$ cat src/verilog/uif_pkg.sv
// Purpose: constants for the usb interrupt flag and enable block
// Assumes: 20 MHz module clock, 32-bit register words
// Notes:   offsets are byte addresses on the register bus
package uif_pkg;
    // ----------------------------------------
    // register map
    // ----------------------------------------
    localparam logic [7:0] OTG_FLAGS_OFS = 8'h00;
    localparam logic [7:0] OTG_MASK_OFS  = 8'h04;
    localparam logic [7:0] USB_FLAGS_OFS = 8'h08;
    localparam logic [7:0] USB_MASK_OFS  = 8'h0c;
    localparam logic [7:0] CTRL_OFS      = 8'h10;
    localparam logic [7:0] REG_RESET     = 8'h00;
    // ----------------------------------------
    // field positions
    // ----------------------------------------
    localparam int OTG_ID_B      = 7;
    localparam int OTG_MS_B      = 6;
    localparam int OTG_LINE_B    = 5;
    localparam int OTG_ACT_B     = 4;
    localparam int OTG_SESSV_B   = 3;
    localparam int OTG_BSEND_B   = 2;
    localparam int OTG_AVBUS_B   = 0;
    localparam int USB_STALL_B   = 7;
    localparam int USB_ATTACH_B  = 6;
    localparam int USB_RESUME_B  = 5;
    localparam int USB_IDLE_B    = 4;
    localparam int USB_TOKEN_B   = 3;
    localparam int USB_SOF_B     = 2;
    localparam int USB_ERR_B     = 1;
    localparam int USB_RSTDET_B  = 0;
    localparam int CTRL_HOST_B   = 0;
    localparam int CTRL_LOWSPD_B = 1;
    localparam logic [7:0] OTG_IMPL_MASK = 8'hfd;
    localparam logic [7:0] DEV_READ_MASK = 8'hbf;
    localparam logic [7:0] USB_W1C_MASK  = 8'hfd;
    localparam logic [7:0] CTRL_MASK     = 8'h03;
    // ----------------------------------------
    // bus answers
    // ----------------------------------------
    localparam logic [1:0] RESP_OKAY     = 2'h0;
    localparam logic [1:0] RESP_SLVERR   = 2'h2;
    // ----------------------------------------
    // timing
    // ----------------------------------------
    localparam int CLK_PERIOD_NS  = 50;
    localparam int K_STATE_NS     = 2500;
    localparam int IDLE_US        = 3000;
    localparam int LINE_STABLE_US = 1000;
    localparam int CLK_MHZ        = 20;
    localparam int T25_CYC        = (K_STATE_NS + CLK_PERIOD_NS - 1) / CLK_PERIOD_NS;
    localparam int IDLE_CYC       = IDLE_US * CLK_MHZ;
    localparam int MS_CYC         = LINE_STABLE_US * CLK_MHZ;
endpackage : uif_pkg

$ cat src/verilog/uif_hold_timer.sv
// Purpose: pulse once when a condition has held for a set number of cycles
// Assumes: cond_i synchronous to clk_i
// Notes:   one pulse per unbroken episode; the condition must drop to re-arm
`timescale 1ns/100ps
`default_nettype none
module uif_hold_timer #(
    parameter int unsigned CNT_W = 16,
    parameter int unsigned LIMIT = 50
) (
    // clock and reset
    input  wire logic             clk_i,
    input  wire logic             rst_n_i,
    input  wire logic             ce_i,
    // condition and result
    input  wire logic             cond_i,
    output logic                  hit_o,
    output logic [CNT_W-1:0]      cnt_o
);
    localparam logic [CNT_W-1:0] LIM_C = CNT_W'(LIMIT);
    localparam logic [CNT_W-1:0] LIM_M = CNT_W'(LIMIT - 1);

    always_ff @(posedge clk_i) begin
        if (!rst_n_i) begin
            cnt_o <= '0;
            hit_o <= 1'b0;
        end else if (ce_i) begin
            // saturating count keeps a long episode from re-firing
            if (!cond_i) begin
                cnt_o <= '0;
            end else if (cnt_o != LIM_C) begin
                cnt_o <= cnt_o + 1'b1;
            end
            hit_o <= cond_i && (cnt_o == LIM_M);
        end
    end
endmodule : uif_hold_timer
`default_nettype wire

$ cat src/verilog/uif_usb_irq.sv
// Purpose: usb otg interrupt flags, enables and request, on an axi4-lite slave
// Assumes: all inputs synchronous to mclk_i; ce_i low freezes every state
// Notes:   flag registers are write-one-to-clear; error summary follows its input
// Notes on behaviour
// RULE1: otg mask holds seven enables at bits 7..2 and 0.
// RULE2: otg mask and otg flags only act in host mode.
// RULE3: bits 15..8 read zero; otg mask bit 1 and device bit 6 too.
// RULE4: hardware sets flags; writing one clears, writing zero keeps.
// RULE5: software clears flags with whole-word writes of ones only.
// RULE6: device stall flag sets when a stall handshake is sent.
// RULE7: resume flag sets after a k-state lasts 2.5 us.
// RULE8: idle flag sets after 3 ms of continuous idle.
// RULE9: token done flag sets when token processing finishes.
// RULE10: clearing token done flag advances the transfer status fifo.
// RULE11: frame start flag sets on sof token or host threshold.
// RULE12: error summary is read-only, driven by enabled error conditions.
// RULE13: device bus reset flag after 2.5 us reset, once per reset.
// RULE14: host attach flag: no se0, no activity for 2.5 us.
// RULE15: host detach flag at bit 0, once per se0 episode.
// RULE16: mask bit 0 enables bus reset or detach by mode.
// RULE17: attach enable reads zero in device mode.
// RULE18: each usb mask bit lets the same flag raise the request.
// RULE19: line-state flag: stable 1 ms and differs from last recorded.
// RULE20: vbus flags set on crossings in either direction.
// RULE21: request high while any enabled flag is set.
// RULE22: reset clears all flags and enables.
`timescale 1ns/100ps
`default_nettype none
module uif_usb_irq #(
    parameter int unsigned IDLE_CYCLES = uif_pkg::IDLE_CYC,
    parameter int unsigned MS_CYCLES   = uif_pkg::MS_CYC
) (
    // clock and reset
    input  wire logic        mclk_i,
    input  wire logic        rst_n_i,
    input  wire logic        ce_i,
    // axi4-lite write
    input  wire logic [7:0]  s_axi_awaddr,
    input  wire logic        s_axi_awvalid,
    output logic             s_axi_awready,
    input  wire logic [31:0] s_axi_wdata,
    input  wire logic [3:0]  s_axi_wstrb,
    input  wire logic        s_axi_wvalid,
    output logic             s_axi_wready,
    output logic [1:0]       s_axi_bresp,
    output logic             s_axi_bvalid,
    input  wire logic        s_axi_bready,
    // axi4-lite read
    input  wire logic [7:0]  s_axi_araddr,
    input  wire logic        s_axi_arvalid,
    output logic             s_axi_arready,
    output logic [31:0]      s_axi_rdata,
    output logic [1:0]       s_axi_rresp,
    output logic             s_axi_rvalid,
    input  wire logic        s_axi_rready,
    // line monitor
    input  wire logic        dplus_i,
    input  wire logic        dminus_i,
    input  wire logic        bus_activity_i,
    input  wire logic        id_i,
    input  wire logic        session_valid_i,
    input  wire logic        b_session_end_i,
    input  wire logic        a_vbus_valid_i,
    // token engine and error detector
    input  wire logic        stall_sent_i,
    input  wire logic        token_done_i,
    input  wire logic        frame_start_i,
    input  wire logic        unmasked_error_i,
    // outputs
    output logic             stat_advance_o,
    output logic             irq_o
);
    import uif_pkg::*;

    // ----------------------------------------
    // state
    // ----------------------------------------
    logic [7:0]  otg_flags_r;
    logic [7:0]  otg_mask_r;
    logic [7:0]  usb_flags_r;
    logic [7:0]  usb_mask_r;
    logic [7:0]  ctrl_r;
    logic [7:0]  aw_addr_r;
    logic [31:0] w_data_r;
    logic [3:0]  w_strb_r;
    logic        aw_full_r;
    logic        w_full_r;
    logic [4:0]  mon_r;
    logic [1:0]  lstate_r;
    logic [1:0]  lstate_rec_r;
    logic [31:0] ms_cnt_r;
    logic        host;
    logic        se0;
    logic        kstate;
    logic        jstate;
    logic [1:0]  lstate;
    logic        wr_do;
    logic [7:0]  wr_byte;
    logic [7:0]  otg_set;
    logic [7:0]  usb_set;
    logic [7:0]  otg_clr;
    logic [7:0]  usb_clr;
    logic [7:0]  usb_flags_vis;
    logic [7:0]  usb_mask_vis;
    logic [31:0] rd_word;
    logic        rd_hit;
    logic        t25_k_hit;
    logic        t25_se0_hit;
    logic        t25_att_hit;
    logic        idle_hit;
    logic        line_hit;
    logic [15:0] se0_cnt;

    assign host    = ctrl_r[CTRL_HOST_B];
    assign se0     = !dplus_i && !dminus_i;
    // k is differential one at low speed, differential zero at full speed
    assign kstate  = ctrl_r[CTRL_LOWSPD_B] ? (dplus_i && !dminus_i) : (!dplus_i && dminus_i);
    assign jstate  = ctrl_r[CTRL_LOWSPD_B] ? (!dplus_i && dminus_i) : (dplus_i && !dminus_i);
    assign lstate  = {se0, jstate};
    assign wr_do   = aw_full_r && w_full_r && !s_axi_bvalid;
    assign wr_byte = w_strb_r[0] ? w_data_r[7:0] : 8'h00;

    function automatic logic is_wr(input logic [7:0] ofs);
        is_wr = wr_do && (aw_addr_r == ofs) && w_strb_r[0];
    endfunction : is_wr

    // ----------------------------------------
    // duration detectors
    // ----------------------------------------
    uif_hold_timer #(.CNT_W(16), .LIMIT(T25_CYC)) u_k_timer (
        .clk_i(mclk_i), .rst_n_i(rst_n_i), .ce_i(ce_i),
        .cond_i(kstate), .hit_o(t25_k_hit), .cnt_o()
    );
    uif_hold_timer #(.CNT_W(16), .LIMIT(T25_CYC)) u_se0_timer (
        .clk_i(mclk_i), .rst_n_i(rst_n_i), .ce_i(ce_i),
        .cond_i(se0), .hit_o(t25_se0_hit), .cnt_o(se0_cnt)
    );
    uif_hold_timer #(.CNT_W(16), .LIMIT(T25_CYC)) u_att_timer (
        .clk_i(mclk_i), .rst_n_i(rst_n_i), .ce_i(ce_i),
        .cond_i(!se0 && !bus_activity_i), .hit_o(t25_att_hit), .cnt_o()
    );
    uif_hold_timer #(.CNT_W(32), .LIMIT(IDLE_CYCLES)) u_idle_timer (
        .clk_i(mclk_i), .rst_n_i(rst_n_i), .ce_i(ce_i),
        .cond_i(jstate), .hit_o(idle_hit), .cnt_o()
    );
    // a one-cycle change of line state restarts the stability count
    uif_hold_timer #(.CNT_W(32), .LIMIT(MS_CYCLES)) u_line_timer (
        .clk_i(mclk_i), .rst_n_i(rst_n_i), .ce_i(ce_i),
        .cond_i(lstate == lstate_r), .hit_o(line_hit), .cnt_o()
    );

    // ----------------------------------------
    // monitor history and 1 ms tick
    // ----------------------------------------
    always_ff @(posedge mclk_i) begin
        if (!rst_n_i) begin
            mon_r        <= 5'h00;
            lstate_r     <= 2'h0;
            lstate_rec_r <= 2'h0;
            ms_cnt_r     <= 32'h0;
        end else if (ce_i) begin
            mon_r    <= {id_i, session_valid_i, b_session_end_i, a_vbus_valid_i, 1'b0};
            lstate_r <= lstate;
            if (line_hit) begin
                lstate_rec_r <= lstate_r;
            end
            if (ms_cnt_r == 32'(MS_CYCLES - 1)) begin
                ms_cnt_r <= 32'h0;
            end else begin
                ms_cnt_r <= ms_cnt_r + 32'h1;
            end
        end
    end

    // ----------------------------------------
    // flag set and clear terms
    // ----------------------------------------
    always_comb begin
        otg_set = 8'h00;
        usb_set = 8'h00;
        // RULE2: otg events only in host
        if (host) begin
            // RULE20: either direction crossing
            otg_set[OTG_ID_B]    = id_i != mon_r[4];
            otg_set[OTG_SESSV_B] = session_valid_i != mon_r[3];
            otg_set[OTG_BSEND_B] = b_session_end_i != mon_r[2];
            otg_set[OTG_AVBUS_B] = a_vbus_valid_i != mon_r[1];
            otg_set[OTG_MS_B]    = ms_cnt_r == 32'(MS_CYCLES - 1);
            otg_set[OTG_ACT_B]   = bus_activity_i;
            // RULE19: stable and different
            otg_set[OTG_LINE_B]  = line_hit && (lstate_r != lstate_rec_r);
        end
        // RULE6: stall handshake sent
        usb_set[USB_STALL_B]  = stall_sent_i;
        // RULE14: attach in host only
        usb_set[USB_ATTACH_B] = host && t25_att_hit;
        // RULE7: k-state for 2.5 us
        usb_set[USB_RESUME_B] = t25_k_hit;
        // RULE8: idle for 3 ms
        usb_set[USB_IDLE_B]   = idle_hit;
        // RULE9: token processing done
        usb_set[USB_TOKEN_B]  = token_done_i;
        // RULE11: sof token or threshold
        usb_set[USB_SOF_B]    = frame_start_i;
        // RULE13 RULE15: reset or detach once per se0
        usb_set[USB_RSTDET_B] = t25_se0_hit;
        // RULE4 RULE5: ones in the written word clear
        otg_clr = is_wr(OTG_FLAGS_OFS) ? (wr_byte & OTG_IMPL_MASK) : 8'h00;
        usb_clr = is_wr(USB_FLAGS_OFS) ? (wr_byte & USB_W1C_MASK) : 8'h00;
    end

    // ----------------------------------------
    // flag registers
    // ----------------------------------------
    always_ff @(posedge mclk_i) begin
        // RULE22: all cleared by reset
        if (!rst_n_i) begin
            otg_flags_r <= REG_RESET;
            usb_flags_r <= REG_RESET;
        end else if (ce_i) begin
            // RULE4: set wins over clear
            otg_flags_r <= ((otg_flags_r & ~otg_clr) | otg_set) & OTG_IMPL_MASK;
            usb_flags_r[7:2] <= (usb_flags_r[7:2] & ~usb_clr[7:2]) | usb_set[7:2];
            usb_flags_r[0]   <= (usb_flags_r[0] & ~usb_clr[0]) | usb_set[0];
            // RULE12: read-only error summary
            usb_flags_r[USB_ERR_B] <= unmasked_error_i;
        end
    end

    // ----------------------------------------
    // enable and control registers
    // ----------------------------------------
    always_ff @(posedge mclk_i) begin
        if (!rst_n_i) begin
            otg_mask_r <= REG_RESET;
            usb_mask_r <= REG_RESET;
            ctrl_r     <= REG_RESET;
        end else if (ce_i) begin
            // RULE1: seven otg enables
            if (is_wr(OTG_MASK_OFS)) begin
                otg_mask_r <= wr_byte & OTG_IMPL_MASK;
            end
            if (is_wr(USB_MASK_OFS)) begin
                usb_mask_r <= wr_byte;
            end
            if (is_wr(CTRL_OFS)) begin
                ctrl_r <= wr_byte & CTRL_MASK;
            end
        end
    end

    // RULE17: attach enable hidden in device mode
    assign usb_flags_vis = host ? usb_flags_r : (usb_flags_r & DEV_READ_MASK);
    assign usb_mask_vis  = host ? usb_mask_r : (usb_mask_r & DEV_READ_MASK);

    // ----------------------------------------
    // request and fifo advance
    // ----------------------------------------
    always_ff @(posedge mclk_i) begin
        if (!rst_n_i) begin
            irq_o          <= 1'b0;
            stat_advance_o <= 1'b0;
        end else if (ce_i) begin
            // RULE18 RULE16 RULE21: same-position gating
            irq_o <= |(usb_flags_vis & usb_mask_vis) || (host && |(otg_flags_r & otg_mask_r));
            // RULE10: clearing token done pops the fifo
            stat_advance_o <= usb_clr[USB_TOKEN_B] && usb_flags_r[USB_TOKEN_B];
        end
    end

    // ----------------------------------------
    // read decode
    // ----------------------------------------
    always_comb begin
        rd_word = 32'h0;
        rd_hit  = 1'b1;
        // RULE3: upper bits and holes read zero
        unique case (s_axi_araddr)
            OTG_FLAGS_OFS: rd_word[7:0] = otg_flags_r;
            OTG_MASK_OFS:  rd_word[7:0] = otg_mask_r;
            USB_FLAGS_OFS: rd_word[7:0] = usb_flags_vis;
            USB_MASK_OFS:  rd_word[7:0] = usb_mask_vis;
            CTRL_OFS:      rd_word[7:0] = ctrl_r;
            default:       rd_hit       = 1'b0;
        endcase
    end

    // ----------------------------------------
    // axi4-lite write channel
    // ----------------------------------------
    always_ff @(posedge mclk_i) begin
        if (!rst_n_i) begin
            s_axi_awready <= 1'b1;
            s_axi_wready  <= 1'b1;
            s_axi_bvalid  <= 1'b0;
            s_axi_bresp   <= RESP_OKAY;
            aw_full_r     <= 1'b0;
            w_full_r      <= 1'b0;
            aw_addr_r     <= 8'h00;
            w_data_r      <= 32'h0;
            w_strb_r      <= 4'h0;
        end else if (ce_i) begin
            if (s_axi_awvalid && s_axi_awready) begin
                aw_addr_r     <= s_axi_awaddr;
                aw_full_r     <= 1'b1;
                s_axi_awready <= 1'b0;
            end
            if (s_axi_wvalid && s_axi_wready) begin
                w_data_r     <= s_axi_wdata;
                w_strb_r     <= s_axi_wstrb;
                w_full_r     <= 1'b1;
                s_axi_wready <= 1'b0;
            end
            if (wr_do) begin
                s_axi_bvalid <= 1'b1;
                s_axi_bresp  <= (aw_addr_r inside {OTG_FLAGS_OFS, OTG_MASK_OFS, USB_FLAGS_OFS,
                                 USB_MASK_OFS, CTRL_OFS}) ? RESP_OKAY : RESP_SLVERR;
            end
            if (s_axi_bvalid && s_axi_bready) begin
                s_axi_bvalid  <= 1'b0;
                aw_full_r     <= 1'b0;
                w_full_r      <= 1'b0;
                s_axi_awready <= 1'b1;
                s_axi_wready  <= 1'b1;
            end
        end
    end

    // ----------------------------------------
    // axi4-lite read channel
    // ----------------------------------------
    always_ff @(posedge mclk_i) begin
        if (!rst_n_i) begin
            s_axi_arready <= 1'b1;
            s_axi_rvalid  <= 1'b0;
            s_axi_rdata   <= 32'h0;
            s_axi_rresp   <= RESP_OKAY;
        end else if (ce_i) begin
            if (s_axi_arvalid && s_axi_arready) begin
                s_axi_arready <= 1'b0;
                s_axi_rvalid  <= 1'b1;
                s_axi_rdata   <= rd_word;
                s_axi_rresp   <= rd_hit ? RESP_OKAY : RESP_SLVERR;
            end else if (s_axi_rvalid && s_axi_rready) begin
                s_axi_rvalid  <= 1'b0;
                s_axi_arready <= 1'b1;
            end
        end
    end
endmodule : uif_usb_irq
`default_nettype wire

$ cat config.mk
export PLATFORM = sky130hd
export DESIGN_NAME = uif_usb_irq
export DESIGN_NICKNAME = d
export VERILOG_FILES = /design/src/verilog/uif_pkg.sv /design/src/verilog/uif_hold_timer.sv /design/src/verilog/uif_usb_irq.sv
export SDC_FILE = /design/constraint.sdc
export NUM_CORES = 1
export LEC_CHECK = 0
export BUFFER_PORTS_ARGS = -buffer_cell sky130_fd_sc_hd__buf_2
export CORE_MARGIN = 4
export CORE_UTILIZATION = 65
export CTS_CLUSTER_SIZE = 10
export DETAILED_ROUTE_END_ITERATION = 6
export GPL_TIMING_DRIVEN = 0
export PLACE_DENSITY_LB_ADDON = 0.1
export SLEW_MARGIN = 10
export SYNTH_ARGS = -nofsm -noshare
export SYNTH_HDL_FRONTEND = slang
export SYNTH_HIERARCHICAL = 1
export SYNTH_SLANG_ARGS = --single-unit
$ cat constraint.sdc
create_clock -name mclk_i -period 5.2 [get_ports mclk_i]
set_input_delay 0.78 -clock mclk_i [delete_from_list [all_inputs] [get_ports mclk_i]]
set_output_delay 0.78 -clock mclk_i [all_outputs]
set_load 0.05 [all_outputs]
# [Yosys cells after proc, flatten, opt, wreduce, memory -nomap -nowiden]
# Index checks and enable logic that the tools add are counted.
[classes] addsub=6 eq_ne=30 n_mux=38 bitwise=11 reduce_logical=63
[ops] cell="$mux 32" count=5
[ops] cell="$add 32x1->32 const B" count=3
[ops] cell="$mux 16" count=6
[ops] cell="$eq 32x15->1 const B" count=2
[ops] cell="$add 16x1->16 const B" count=3
[ops] cell="$eq 16x6->1 const B" count=3
[ops] cell="$ne 16x6->1 const B" count=3
[ops] cell="$pmux 8 s5" count=1
[ops] cell="$reduce_and 2->1" count=17
[ops] cell="$eq 32x16->1 const B" count=1
[ops] cell="$eq 8x4->1 const B" count=4
[ops] cell="$ne 32x15->1 const B" count=1
[ops] cell="$ne 32x16->1 const B" count=1
[ops] cell="$logic_and 1x1->1" count=30
[ops] cell="$and 8x8->8" count=3
[ops] cell="$mux 8" count=3
[ops] cell="$mux 1" count=18
[ops] cell="$eq 8x3->1 const B" count=2
[ops] cell="$eq 8x5->1 const B" count=2
[ops] cell="$logic_not 8->1" count=2
[ops] cell="$reduce_or 8->1" count=2
[ops] cell="$mux 7" count=2
[ops] cell="$ne 2x2->1 const B" count=5
[ops] cell="$not 8->8" count=1
[ops] cell="17 further kinds" count=28
[word_totals] ff_bits=227 input_bits=71 out_inout_bits=43 wordCells=182

# [Depth between registers and ports, before layout]
# Gate-level depths: netlist of the first run.
[depth] depth_word=8 ltp_mapped=12

# [Cells and area by module]
# The synthesis of the first run kept the hierarchy.
[modules_own_cells] mod="uif_usb_irq" instances=1 cells_per_inst=593 area_per_inst_um2=5079.9 seq_area_each_um2=2162.1
[modules_own_cells] mod="uif_hold_timer (u_att_timer ...)" instances=2 cells_per_inst=121 area_per_inst_um2=1091.0 seq_area_each_um2=340.3
[modules_own_cells] mod="uif_hold_timer (u_idle_timer)" instances=1 cells_per_inst=256 area_per_inst_um2=2063.2 seq_area_each_um2=660.6
[modules_own_cells] mod="uif_hold_timer (u_line_timer)" instances=1 cells_per_inst=243 area_per_inst_um2=2019.4 seq_area_each_um2=660.6
[modules_own_cells] mod="uif_hold_timer (u_k_timer)" instances=1 cells_per_inst=131 area_per_inst_um2=1099.8 seq_area_each_um2=340.3

# [Worst setup path after synthesis of the first run]
# Ideal clock, no wire load.
[synth_timing] path_type="input -> register" from="input port dminus_i" to="register u_line_timer.cnt_o[31]" setup_time_ns=0.125 t_arrival_ns=2.679 required_ns=5.075 slack_ns=2.396 stages=11 path_buffers=3 cell_sequence="nor2_1 xor2_1 nor2_1 buf_2 nor4b_1 nand3_1 o31a_1 buf_2 nand3_2 buf_6 o31ai_1"
[synth_via] elab_chain_len=6
[synth_lines] element="start: declaration" line_no="uif_usb_irq.sv:58" text="input wire logic dminus_i,"
[synth_lines] element="$logic_not 1->1" line_no="uif_usb_irq.sv:115, uif_usb_irq.sv:118"
[synth_lines] element="$logic_and 1x1->1" line_no="uif_usb_irq.sv:118" text="assign jstate = ctrl_r[CTRL_LOWSPD_B] ? (!dplus_i && dminus_i) : (dplus_i && !dminus_i);"
[synth_lines] element="$mux 1" line_no="uif_usb_irq.sv:118"
[synth_lines] element="$eq 2x2->1 *" line_no="uif_usb_irq.sv:149" text=".cond_i(lstate == lstate_r), .hit_o(line_hit), .cnt_o()"
[synth_lines] element="$ne 2x2->1 (no source line)"
[synth_lines] element="$reduce_and 2->1 (no source line)"
[synth_lines] element="end signal: assignment" line_no="uif_hold_timer.sv:31" text="cnt_o <= cnt_o + 1'b1;"
[synth_lines] element="end: declaration" line_no="uif_hold_timer.sv:17" text="output logic [CNT_W-1:0] cnt_o"
# Every way passes the cells marked *; elsewhere a longest branch is shown, timed or not.
# A chain may end at the register's enable or synchronous reset.

# [Final worst setup path of the first run]
[layout_timing] from="register ctrl_r[1]" to="register u_line_timer.cnt_o[19]"
[layout_via] elab_chain_len=4
[layout_lines] element="start: declaration" line_no="uif_usb_irq.sv:82" text="logic [7:0] ctrl_r;"
[layout_lines] element="start signal: assignment" line_no="uif_usb_irq.sv:247" text="ctrl_r <= wr_byte & CTRL_MASK;"
[layout_lines] element="$mux 1 *" line_no="uif_usb_irq.sv:118"
[layout_lines] element="$eq 2x2->1 *" line_no="uif_usb_irq.sv:149"
[layout_lines] element="$ne 2x2->1 (no source line)"
[layout_lines] element="$reduce_and 2->1 (no source line)"
# Marked as above.

==> results of run 1 <==
## state kept, by name, indices dropped and copies added (netlist names), 16 cells and up
name and cells:
ms_cnt_r 32, u_se0_timer/cnt_o 16, u_line_timer/cnt_o 32, u_idle_timer/cnt_o 32, u_k_timer/cnt_o 16, u_att_timer/cnt_o 16
## kinds of logic (layout without fill, tap and decap cells)
logic type               after synthesis  after routing  share of synthesized area
AND/OR/NAND/NOR                      592            592                      0.265
AO/OA/AOI/OAI                        409            409                      0.237
flip-flops                           225            225                      0.362
buffers and inverters                167            256                     0.0727
multiplexers                          36             36                     0.0342
XOR/XNOR                              21             21                     0.0148
adder cells (fa/ha/maj)               14             14                     0.0141
other                                  1             26                   0.000301
## power groups by stage
stage / clock network, mW / registers [mW] / logic, mW
finish: 1.59 / 1.77 / 0.344
global route: 1.68 / 1.77 / 0.370
CTS: 1.61 / 1.77 / 0.337
detailed placement: 0 / 1.80 / 0.334
global placement: 0 / 1.80 / 0.328
floorplan: 0 / 1.81 / 0.230
## cell usage after synthesis (10+ instances only)
library cell               number
sky130_fd_sc_hd__and3_1        27
sky130_fd_sc_hd__or3_1         16
sky130_fd_sc_hd__inv_1         44
sky130_fd_sc_hd__nor3_1        16
sky130_fd_sc_hd__and4_1        15
sky130_fd_sc_hd__o21ai_0       48
sky130_fd_sc_hd__xnor2_1       17
sky130_fd_sc_hd__nor2_1        63
sky130_fd_sc_hd__mux2i_1       29
sky130_fd_sc_hd__a21oi_1       89
sky130_fd_sc_hd__dfxtp_1      225
sky130_fd_sc_hd__a31oi_1       28
sky130_fd_sc_hd__nand4_1       50
sky130_fd_sc_hd__buf_4         30
sky130_fd_sc_hd__o211ai_1      39
sky130_fd_sc_hd__o31ai_1       36
sky130_fd_sc_hd__or4_1         24
sky130_fd_sc_hd__or4_4         10
sky130_fd_sc_hd__buf_2         15
sky130_fd_sc_hd__nor4_1        31
sky130_fd_sc_hd__nor2b_1       10
sky130_fd_sc_hd__o41ai_1       19
sky130_fd_sc_hd__ha_1          14
sky130_fd_sc_hd__o21a_1        19
sky130_fd_sc_hd__clkbuf_1      53
sky130_fd_sc_hd__nand3_1       85
sky130_fd_sc_hd__a21boi_0      10
sky130_fd_sc_hd__nand2_1      173
sky130_fd_sc_hd__nand2b_1      15
sky130_fd_sc_hd__buf_6         13
## worst min-delay path, stage by stage, from the launching register on
cell and delay [ns]:
sky130_fd_sc_hd__dfxtp_1 0.32, sky130_fd_sc_hd__nand2_1 0.05, sky130_fd_sc_hd__o21ai_0 0.05
## cells in the final DEF (no fill, tap or decap), types with 16 or more instances in the layout
cell type / n
sky130_fd_sc_hd__a21oi_1: 89
sky130_fd_sc_hd__a31oi_1: 28
sky130_fd_sc_hd__and3_1: 27
sky130_fd_sc_hd__buf_2: 74
sky130_fd_sc_hd__buf_4: 30
sky130_fd_sc_hd__clkbuf_1: 54
sky130_fd_sc_hd__clkbuf_16: 26
sky130_fd_sc_hd__conb_1: 26
sky130_fd_sc_hd__dfxtp_1: 225
sky130_fd_sc_hd__inv_1: 44
sky130_fd_sc_hd__mux2i_1: 29
sky130_fd_sc_hd__nand2_1: 173
sky130_fd_sc_hd__nand3_1: 85
sky130_fd_sc_hd__nand4_1: 50
sky130_fd_sc_hd__nor2_1: 63
sky130_fd_sc_hd__nor3_1: 16
sky130_fd_sc_hd__nor4_1: 30
sky130_fd_sc_hd__o211ai_1: 39
sky130_fd_sc_hd__o21a_1: 19
sky130_fd_sc_hd__o21ai_0: 48
sky130_fd_sc_hd__o31ai_1: 36
sky130_fd_sc_hd__o41ai_1: 19
sky130_fd_sc_hd__or3_1: 16
sky130_fd_sc_hd__or4_1: 24
sky130_fd_sc_hd__xnor2_1: 17
## layout make-up
type / instances / area [sq um] / area share
Clock buffer: 29 / 682 / 0.0493
Timing Repair Buffer: 59 / 295 / 0.0213
Sequential cell: 225 / 4500 / 0.326
Multi-Input combinational cell: 1098 / 7140 / 0.516
Clock inverter: 1 / 16.3 / 0.00118
Inverter: 46 / 173 / 0.0125
Tap cell: 234 / 293 / 0.0212
Buffer: 121 / 732 / 0.0529
## per-layer routing
| metal | part of all wire | wire length [microns] | global-route usage |
|---|---|---|---|
| met2 | 0.46 | 16100 | 0.508 |
| met5 | 0.00034 | 12 | 0 |
| met4 | 0.019 | 670 | 0.0823 |
| met1 | 0.43 | 14900 | 0.434 |
| met3 | 0.089 | 3110 | 0.0534 |
## final timing paths
kind	start	endpoint	slack, ns	cells after the start
max	ctrl_r[1]	u_line_timer/cnt_o[19]	2.09	11
min reg2reg	s_axi_rdata[2]	s_axi_rdata[2]	0.46	2
min	s_axi_rdata[2]	s_axi_rdata[2]	0.46	2
max reg2reg	ctrl_r[1]	u_line_timer/cnt_o[19]	2.09	11
==> impl_metrics.sql, run 1 <==
INSERT INTO impl_metrics (metric_group, metric, value, unit) VALUES
('synthesis', 'postSynthRegisterBits', '225', ''),
('sta', 'tightestPinTransition', '0.888', 'ns'),
('route', 'detail_route.vias_per_cell', '6.78', ''),
('die', 'die_outline_area', '21400', 'sq um'),
('pwr', 'power.share.switching', '0.254', ''),
('clock_network', 'cts_setup_buffers', '0', ''),
('clock_network', 'clockBufferDepth', '3', ''),
('pwr', 'vdd.ir_drop.worst', '292', 'uV'),
('pwr', 'leakage', '4.76', 'nW'),
('clock_network', 'tritoncts_num_sinks', '225', ''),
('placement', 'dpl_cells', '1783', ''),
('route', 'drt_wl_total', '34800', 'microns'),
('sta', 'finClkSkew', '0.0148', 'ns'),
('sta', 'post_route_fraction_of_the_period_consumed_by_the_critical_path', '0.597', ''),
('synthesis', 'synth_cell_type_count', '89', ''),
('worst_setup_path', 'crit_path_start_kind', 'flop', ''),
('clock_network', 'clock_tree.root_cell', 'sky130_fd_sc_hd__clkbuf_16', ''),
('pwr', 'cellPowerDensity', '268', 'nW/um^2'),
('placement', 'io_buffer_count', '59', ''),
('route', 'drt-pass1-iter-count', '6', ''),
('pwr', 'power_switching', '0.939', 'mW'),
('die', 'chipHeight', '146', 'microns'),
('pwr', 'total_power', '3.70', 'mW'),
('clock_network', 'clock_tree_from_tritoncts', 'done', ''),
('die', 'dieWidth', '146', 'microns'),
('placement', 'globalplace.congestion', '0.956', ''),
('clock_network', 'cts_hold_buf', '0', ''),
('synthesis', 'yosysWarnings', '6', ''),
('route', 'final_antenna_net_count', '0', ''),
('worst_setup_path', 'max_stage_delay', '0.52', 'ns'),
('synthesis', 'ys_seq_area_frac', '0.362', ''),
('route', 'detail_route.wl_per_cell', '19.2', 'microns'),
('placement', 'place_ws', '1.65', 'ns'),
('die', 'io_pins', '114', ''),
('synthesis', 'synth.top_cell.area_share', '0.362', ''),
('sta', 'maxSlewViolCount', '0', ''),
('worst_setup_path', 'critical_path_required', '5.60', 'ns'),
('worst_setup_path', 'path_cells', 'mux2i_1 -> xnor2_1 -> nor2_1 -> buf_2 -> nor4b_1 -> nand3_1 -> o31a_1 -> buf_2 -> nand3_2 -> buf_6 -> o31ai_1', ''),
('sta', 'fin_worst_hold_slack', '0.456', 'ns'),
('cells_and_area', 'layout.core_utilization', '0.737', ''),
('placement', 'post-dp-hpwl', '24000', 'microns'),
('grt', 'grt_first_pass_wirelength', '57300', 'microns'),
('grt', 'maximum_number_of_pins_on_one_net_before_global_route_repair', '32', ''),
('worst_setup_path', 'worst-setup-path-type', 'reg2reg', ''),
('synthesis', 'synthesis.area_per_instance', '8.49', 'sq um'),
('sta', 'final_hold_viol_count', '0', ''),
('grt', 'grt_pass1_vias', '11400', ''),
('min_path', 'min-delay-path-class', 'reg2reg', ''),
('flow_run', 'max-cap-violations', '0', ''),
('sta', 'slew_headroom', '0.404', ''),
('worst_setup_path', 'path_max_fanout', '10', ''),
('sta', 'setup_repair_after_global_routing_missed_its_margin', 'false', ''),
('sta', 'final_setup_violation_count', '0', ''),
('worst_setup_path', 'worstPathBufferInverterCount', '3', ''),
('pwr', 'power_frac_comb', '0.093', ''),
('cells_and_area', 'area.growth.synth_to_final', '11.1', '%'),
('status', 'run_status', 'finished, final reports clean', ''),
('synthesis', 'syn_inst_count', '1465', ''),
('synthesis', 'synthTopCellsByArea', 'sky130_fd_sc_hd__dfxtp_1 (36%), sky130_fd_sc_hd__nand2_1 (5.2%), sky130_fd_sc_hd__a21oi_1 (3.6%)', ''),
('route', 'drt_iter0_drc', '1174', ''),
('worst_setup_path', 'cp_common_cell', 'sky130_fd_sc_hd__buf_2', ''),
('cells_and_area', 'final_standard_cell_count_with_taps_included_and_fillers_excluded', '1813', ''),
('synthesis', 'ys.flop_type', 'sky130_fd_sc_hd__dfxtp_1', ''),
('pwr', 'power_report.internal_total', '2.76', 'mW'),
('grt', 'global_route.overflow_total', '0', ''),
('worst_setup_path', 'critPathArrivalTime', '3.51', 'ns'),
('synthesis', 'synthDominantAreaCellType', 'sky130_fd_sc_hd__dfxtp_1', ''),
('die', 'initial_core_util', '0.663', ''),
('die', 'placementRows', '50', ''),
('worst_setup_path', 'critical-path-top-delay-family', 'simple AND/OR/NAND/NOR gates', ''),
('clock_network', 'number_of_buffers_added_by_the_clock_tree_synthesis_step', '26', '');
Power figures use the tool's default switching activity.
==> run 2, diff against run 1 <==
--- a/config.mk
+++ b/config.mk
@@ -5,9 +5,10 @@
 export SDC_FILE = /design/constraint.sdc
 export NUM_CORES = 1
 export LEC_CHECK = 0
+export ABC_AREA = 1
 export BUFFER_PORTS_ARGS = -buffer_cell sky130_fd_sc_hd__buf_2
 export CORE_MARGIN = 4
-export CORE_UTILIZATION = 65
+export CORE_UTILIZATION = 61
 export CTS_CLUSTER_SIZE = 10
 export DETAILED_ROUTE_END_ITERATION = 6
 export GPL_TIMING_DRIVEN = 0
==> constraint.sdc (replaced) <==
create_clock -name mclk_i -period 3.1 [get_ports mclk_i]
set_input_delay 0.465 -clock mclk_i [delete_from_list [all_inputs] [get_ports mclk_i]]
set_output_delay 0.465 -clock mclk_i [all_outputs]
set_load 0.05 [all_outputs]
==> impl_metrics.sql, run 2 <==
INSERT INTO impl_metrics (metric_group, metric, value, unit) VALUES
('status', 'run_status', 'finished, final reports clean', ''),
('worst_setup_path', 'critical_path_required', '3.54', 'ns'),
('min_path', 'hold_path.startpoint', 'unmasked_error_i', ''),
('worst_setup_path', 'crit_path_start_kind', 'flop', ''),
('cells_and_area', 'fillerInstances', '2002', ''),
('clock_network', 'cts_resized', '0', ''),
('die', 'chipHeight', '157', 'microns'),
('worst_setup_path', 'path_cells', 'o21ai_0 -> xor2_1 -> nor2_1 -> buf_4 -> nand2_1 -> inv_1 -> nand2_1 -> nor2_1 -> nand2_2 -> o21ai_2 -> buf_4 -> nand2_1 -> a21oi_1', ''),
('sta', 'fin_worst_hold_slack', '0.210', 'ns'),
('worst_setup_path', 'timing.rr.end', 'u_line_timer/cnt_o[6]', ''),
('grt', 'grt_use_met3', '0.0398', ''),
('synthesis', 'ys.flop_type', 'sky130_fd_sc_hd__dfxtp_1', ''),
('sta', 'tightestPinTransition', '0.956', 'ns'),
('placement', 'placement.cell_area', '14200', 'sq um'),
('synthesis', 'synth_simple_gate_area_share', '0.405', ''),
('synthesis', 'synthTopCellsByCount', 'sky130_fd_sc_hd__nand2_1 (577), sky130_fd_sc_hd__nor2_1 (325), sky130_fd_sc_hd__inv_1 (268), sky130_fd_sc_hd__dfxtp_1 (225), sky130_fd_sc_hd__nand3_1 (161)', ''),
('pwr', 'vdd.ir_drop.worst', '414', 'uV'),
('sta', 'tns', '0', 'ns'),
('synthesis', 'yosysWarnings', '6', ''),
('synthesis', 'post_synth_fa_ha_maj_area_fraction', '0.0130', ''),
('cells_and_area', 'layout_common_cells', 'sky130_fd_sc_hd__nand2_1 (577), sky130_fd_sc_hd__nor2_1 (325), sky130_fd_sc_hd__inv_1 (268), sky130_fd_sc_hd__dfxtp_1 (225), sky130_fd_sc_hd__nand3_1 (161)', ''),
('synthesis', 'synthesis.area_per_instance', '6.33', 'sq um'),
('die', 'dieWidth', '157', 'microns'),
('worst_setup_path', 'reg2reg_depth', '13', ''),
('pwr', 'cellPowerDensity', '424', 'nW/um^2'),
('clock_network', 'clockBufferDepth', '3', ''),
('synthesis', 'synthMostInstantiatedCell', 'sky130_fd_sc_hd__nand2_1', ''),
('worst_setup_path', 'critPathCaptureType', 'flop', ''),
('synthesis', 'postSynthRegisterBits', '225', ''),
('cells_and_area', 'antenna-diode-count', '0', ''),
('min_path', 'hold_end', 'usb_flags_r[1]', ''),
('worst_setup_path', 'cp_common_cell', 'sky130_fd_sc_hd__nand2_1', ''),
('cells_and_area', 'final_standard_cell_count_with_taps_included_and_fillers_excluded', '2528', ''),
('min_path', 'min_path_cells', '3', ''),
('grt', 'grt_antenna_before_repair', '0', ''),
('synthesis', 'dominant_combinational_cell_family_by_area_after_synthesis', 'simple AND/OR/NAND/NOR gates', ''),
('synthesis', 'synth.top_cell.area_share', '0.334', ''),
('grt', 'grt.met2_usage', '0.461', ''),
('route', 'drt-pass1-iter-count', '6', ''),
('route', 'detail_route.wl_per_cell', '13.8', 'microns'),
('pwr', 'leakage', '6.33', 'nW'),
('worst_setup_path', 'worst-setup-path-type', 'reg2reg', ''),
('sta', 'final_critical_path_setup_slack', '0.315', 'ns'),
('grt', 'gr-usage-all-layers', '0.279', ''),
('synthesis', 'synth_cell_type_count', '50', ''),
('sta', 'slew_headroom', '0.356', ''),
('cells_and_area', 'nNetsFinal', '2327', ''),
('route', 'dr_total_vias', '13400', ''),
('clock_network', 'number_of_buffers_added_by_the_clock_tree_synthesis_step', '27', ''),
('cells_and_area', 'layout.core_utilization', '0.688', ''),
('route', 'drt_wl_total', '34800', 'microns'),
('placement', 'dpl_cells', '2493', ''),
('clock_network', 'cts_hold_buf', '0', ''),
('sta', 'post_route_fraction_of_the_period_consumed_by_the_critical_path', '0.898', ''),
('clock_network', 'cts.clk_slew.worst_paths', '0.06', 'ns'),
('grt', 'global_route.overflow_total', '0', ''),
('grt', 'global_route.peak_usage_layer', 'met2', ''),
('sta', 'final_hold_viol_count', '0', ''),
('min_path', 'min-delay-path-class', 'in2reg', ''),
('cells_and_area', 'final_design_area_no_fill', '15000', 'sq um'),
('placement', 'post-dp-hpwl', '25800', 'microns'),
('synthesis', 'synthXorXnorAreaFrac', '0.0267', ''),
('worst_setup_path', 'timing.reg2reg.setup_slack', '0.32', 'ns'),
('worst_setup_path', 'path_max_fanout', '10', ''),
('die', 'fp.coreArea', '21800', 'sq um'),
('clock_network', 'clock_tree_from_tritoncts', 'done', ''),
('clock_network', 'clock_insertion_delay_worst_skew', '0.52', 'ns'),
('die', 'die_outline_area', '24500', 'sq um'),
('worst_setup_path', 'reg2reg_from', 'ctrl_r[1]', ''),
('grt', 'globalRouteMet1Util', '0.378', ''),
('sta', 'finClkSkew', '0.00783', 'ns'),
('route', 'drt_iter0_drc', '1105', ''),
('clock_network', 'tritoncts_num_sinks', '225', ''),
('placement', 'io_buffer_count', '60', ''),
('clock_network', 'htree_num_levels', '1', ''),
('synthesis', 'synth.area.mux_share', '0', ''),
('synthesis', 'syn_inst_count', '2128', ''),
('synthesis', 'syn_area', '13500', 'sq um'),
('cells_and_area', 'layout.cells.most_common', 'sky130_fd_sc_hd__nand2_1', ''),
('route', 'final_antenna_net_count', '0', ''),
('route', 'drc', '0', ''),
('route', 'detail_route.vias_per_cell', '5.32', ''),
('synthesis', 'synthTopCellsByArea', 'sky130_fd_sc_hd__dfxtp_1 (33%), sky130_fd_sc_hd__nand2_1 (16%), sky130_fd_sc_hd__nor2_1 (9.1%)', ''),
('cells_and_area', 'layout-drive-gt1-share', '0.112', ''),
('sta', 'final_setup_violation_count', '0', ''),
('sta', 'final_period_minus_worst_setup_slack', '2.78', 'ns'),
('placement', 'globalplace.congestion', '0.944', ''),
('sta', 'clock.fmax', '0.359', 'GHz'),
('flow_run', 'max-cap-violations', '0', ''),
('pwr', 'total_power', '6.35', 'mW'),
('worst_setup_path', 'slowest_stage', 'sky130_fd_sc_hd__o21ai_0', ''),
('grt', 'maximum_number_of_pins_on_one_net_before_global_route_repair', '14', ''),
('clock_network', 'clock_tree.root_cell', 'sky130_fd_sc_hd__clkbuf_16', ''),
('worst_setup_path', 'critical-path-top-delay-family', 'compound AO/OA/AOI/OAI gates', ''),
('sta', 'setup_repair_after_global_routing_missed_its_margin', 'false', ''),
('synthesis', 'ys_seq_area_frac', '0.334', ''),
('synthesis', 'area_fraction_in_compound_gates_after_synthesis', '0.110', ''),
('die', 'initial_core_util', '0.619', ''),
('cells_and_area', 'area.growth.synth_to_final', '11.1', '%'),
('synthesis', 'synthDominantAreaCellType', 'sky130_fd_sc_hd__dfxtp_1', ''),
('clock_network', 'cts_setup_buffers', '0', ''),
('worst_setup_path', 'max_stage_delay', '0.79', 'ns'),
('synthesis', 'synth_enable_flop_cells', '0', ''),
('die', 'io_pins', '114', ''),
('worst_setup_path', 'worstPathBufferInverterCount', '3', ''),
('placement', 'place_ws', '0.0824', 'ns'),
('grt', 'grt_first_pass_wirelength', '58200', 'microns'),
('sta', 'maxSlewViolCount', '0', ''),
('die', 'placementRows', '54', ''),
('worst_setup_path', 'critPathArrivalTime', '3.23', 'ns'),
('synthesis', 'asyncSetResetFlopFracSynth', '0', ''),
('grt', 'grt_pass1_vias', '12500', ''),
('cells_and_area', 'top_registers', 'ms_cnt_r (32), u_idle_timer/cnt_o (32), u_line_timer/cnt_o (32)', '');
-- run 2: changes by cell type after synthesis, sizes merged, moves of 29 or more --
cell / delta
o211ai: -38
xor2: +31
o21ai: +82
nand2: +437
mux2i: -29
o31ai: -37
clkbuf: -44
a21oi: +36
nand3: +77
and3: -29
inv: +234
nor4: -34
or4: -34
nor2: +295
-- run 2: kinds of logic (layout without fill, tap and decap cells) --
logic type               after synthesis  in the layout
AND/OR/NAND/NOR                     1222           1222
buffers and inverters                347            442
AO/OA/AOI/OAI                        278            278
flip-flops                           225            225
XOR/XNOR                              41             41
adder cells (fa/ha/maj)               14             14
other                                  1             26
-- run 2: layout make-up --
type | count | area (sq um) | area share
Tap cell | 280 | 350 | 0.0234
Sequential cell | 225 | 4500 | 0.301
Clock inverter | 2 | 35.0 | 0.00234
Multi-Input combinational cell | 1581 | 7570 | 0.505
Clock buffer | 33 | 718 | 0.0480
Inverter | 282 | 1070 | 0.0712
Buffer | 65 | 428 | 0.0286
Timing Repair Buffer | 60 | 300 | 0.0201
-- run 2: worst min-delay path: stages --
cell	delay (ns)
sky130_fd_sc_hd__buf_2	0.08
sky130_fd_sc_hd__nor2_1	0.04
sky130_fd_sc_hd__nor2_1	0.10
-- run 2: how the worst max path moves through the flow --
stage	from	to	slack, ns	cells past startpoint
floorplan	dminus_i	u_line_timer/cnt_o[26]	0.71	17
global placement	dminus_i	u_line_timer/cnt_o[9]	0.05	16
detailed placement	dminus_i	u_line_timer/cnt_o[0]	0.08	16
CTS	ctrl_r[1]	u_line_timer/cnt_o[6]	0.34	13
global route	ctrl_r[1]	u_line_timer/cnt_o[9]	0.03	13
finish	ctrl_r[1]	u_line_timer/cnt_o[6]	0.32	13
-- run 2: power by group --
group | internal, mW | switching, mW
registers | 2.94 | 0.0343
logic | 0.153 | 0.399
clock network | 1.68 | 1.15
total | 4.77 | 1.58
-- run 2: layer usage --
| metal | routed length (microns) | up-vias |
|---|---|---|
| met1 | 15700 | 6027 |
| met4 | 1050 | 0 |
| li1 | - | 6912 |
| met3 | 2190 | 74 |
| met2 | 15900 | 425 |
| met5 | 0 | - |
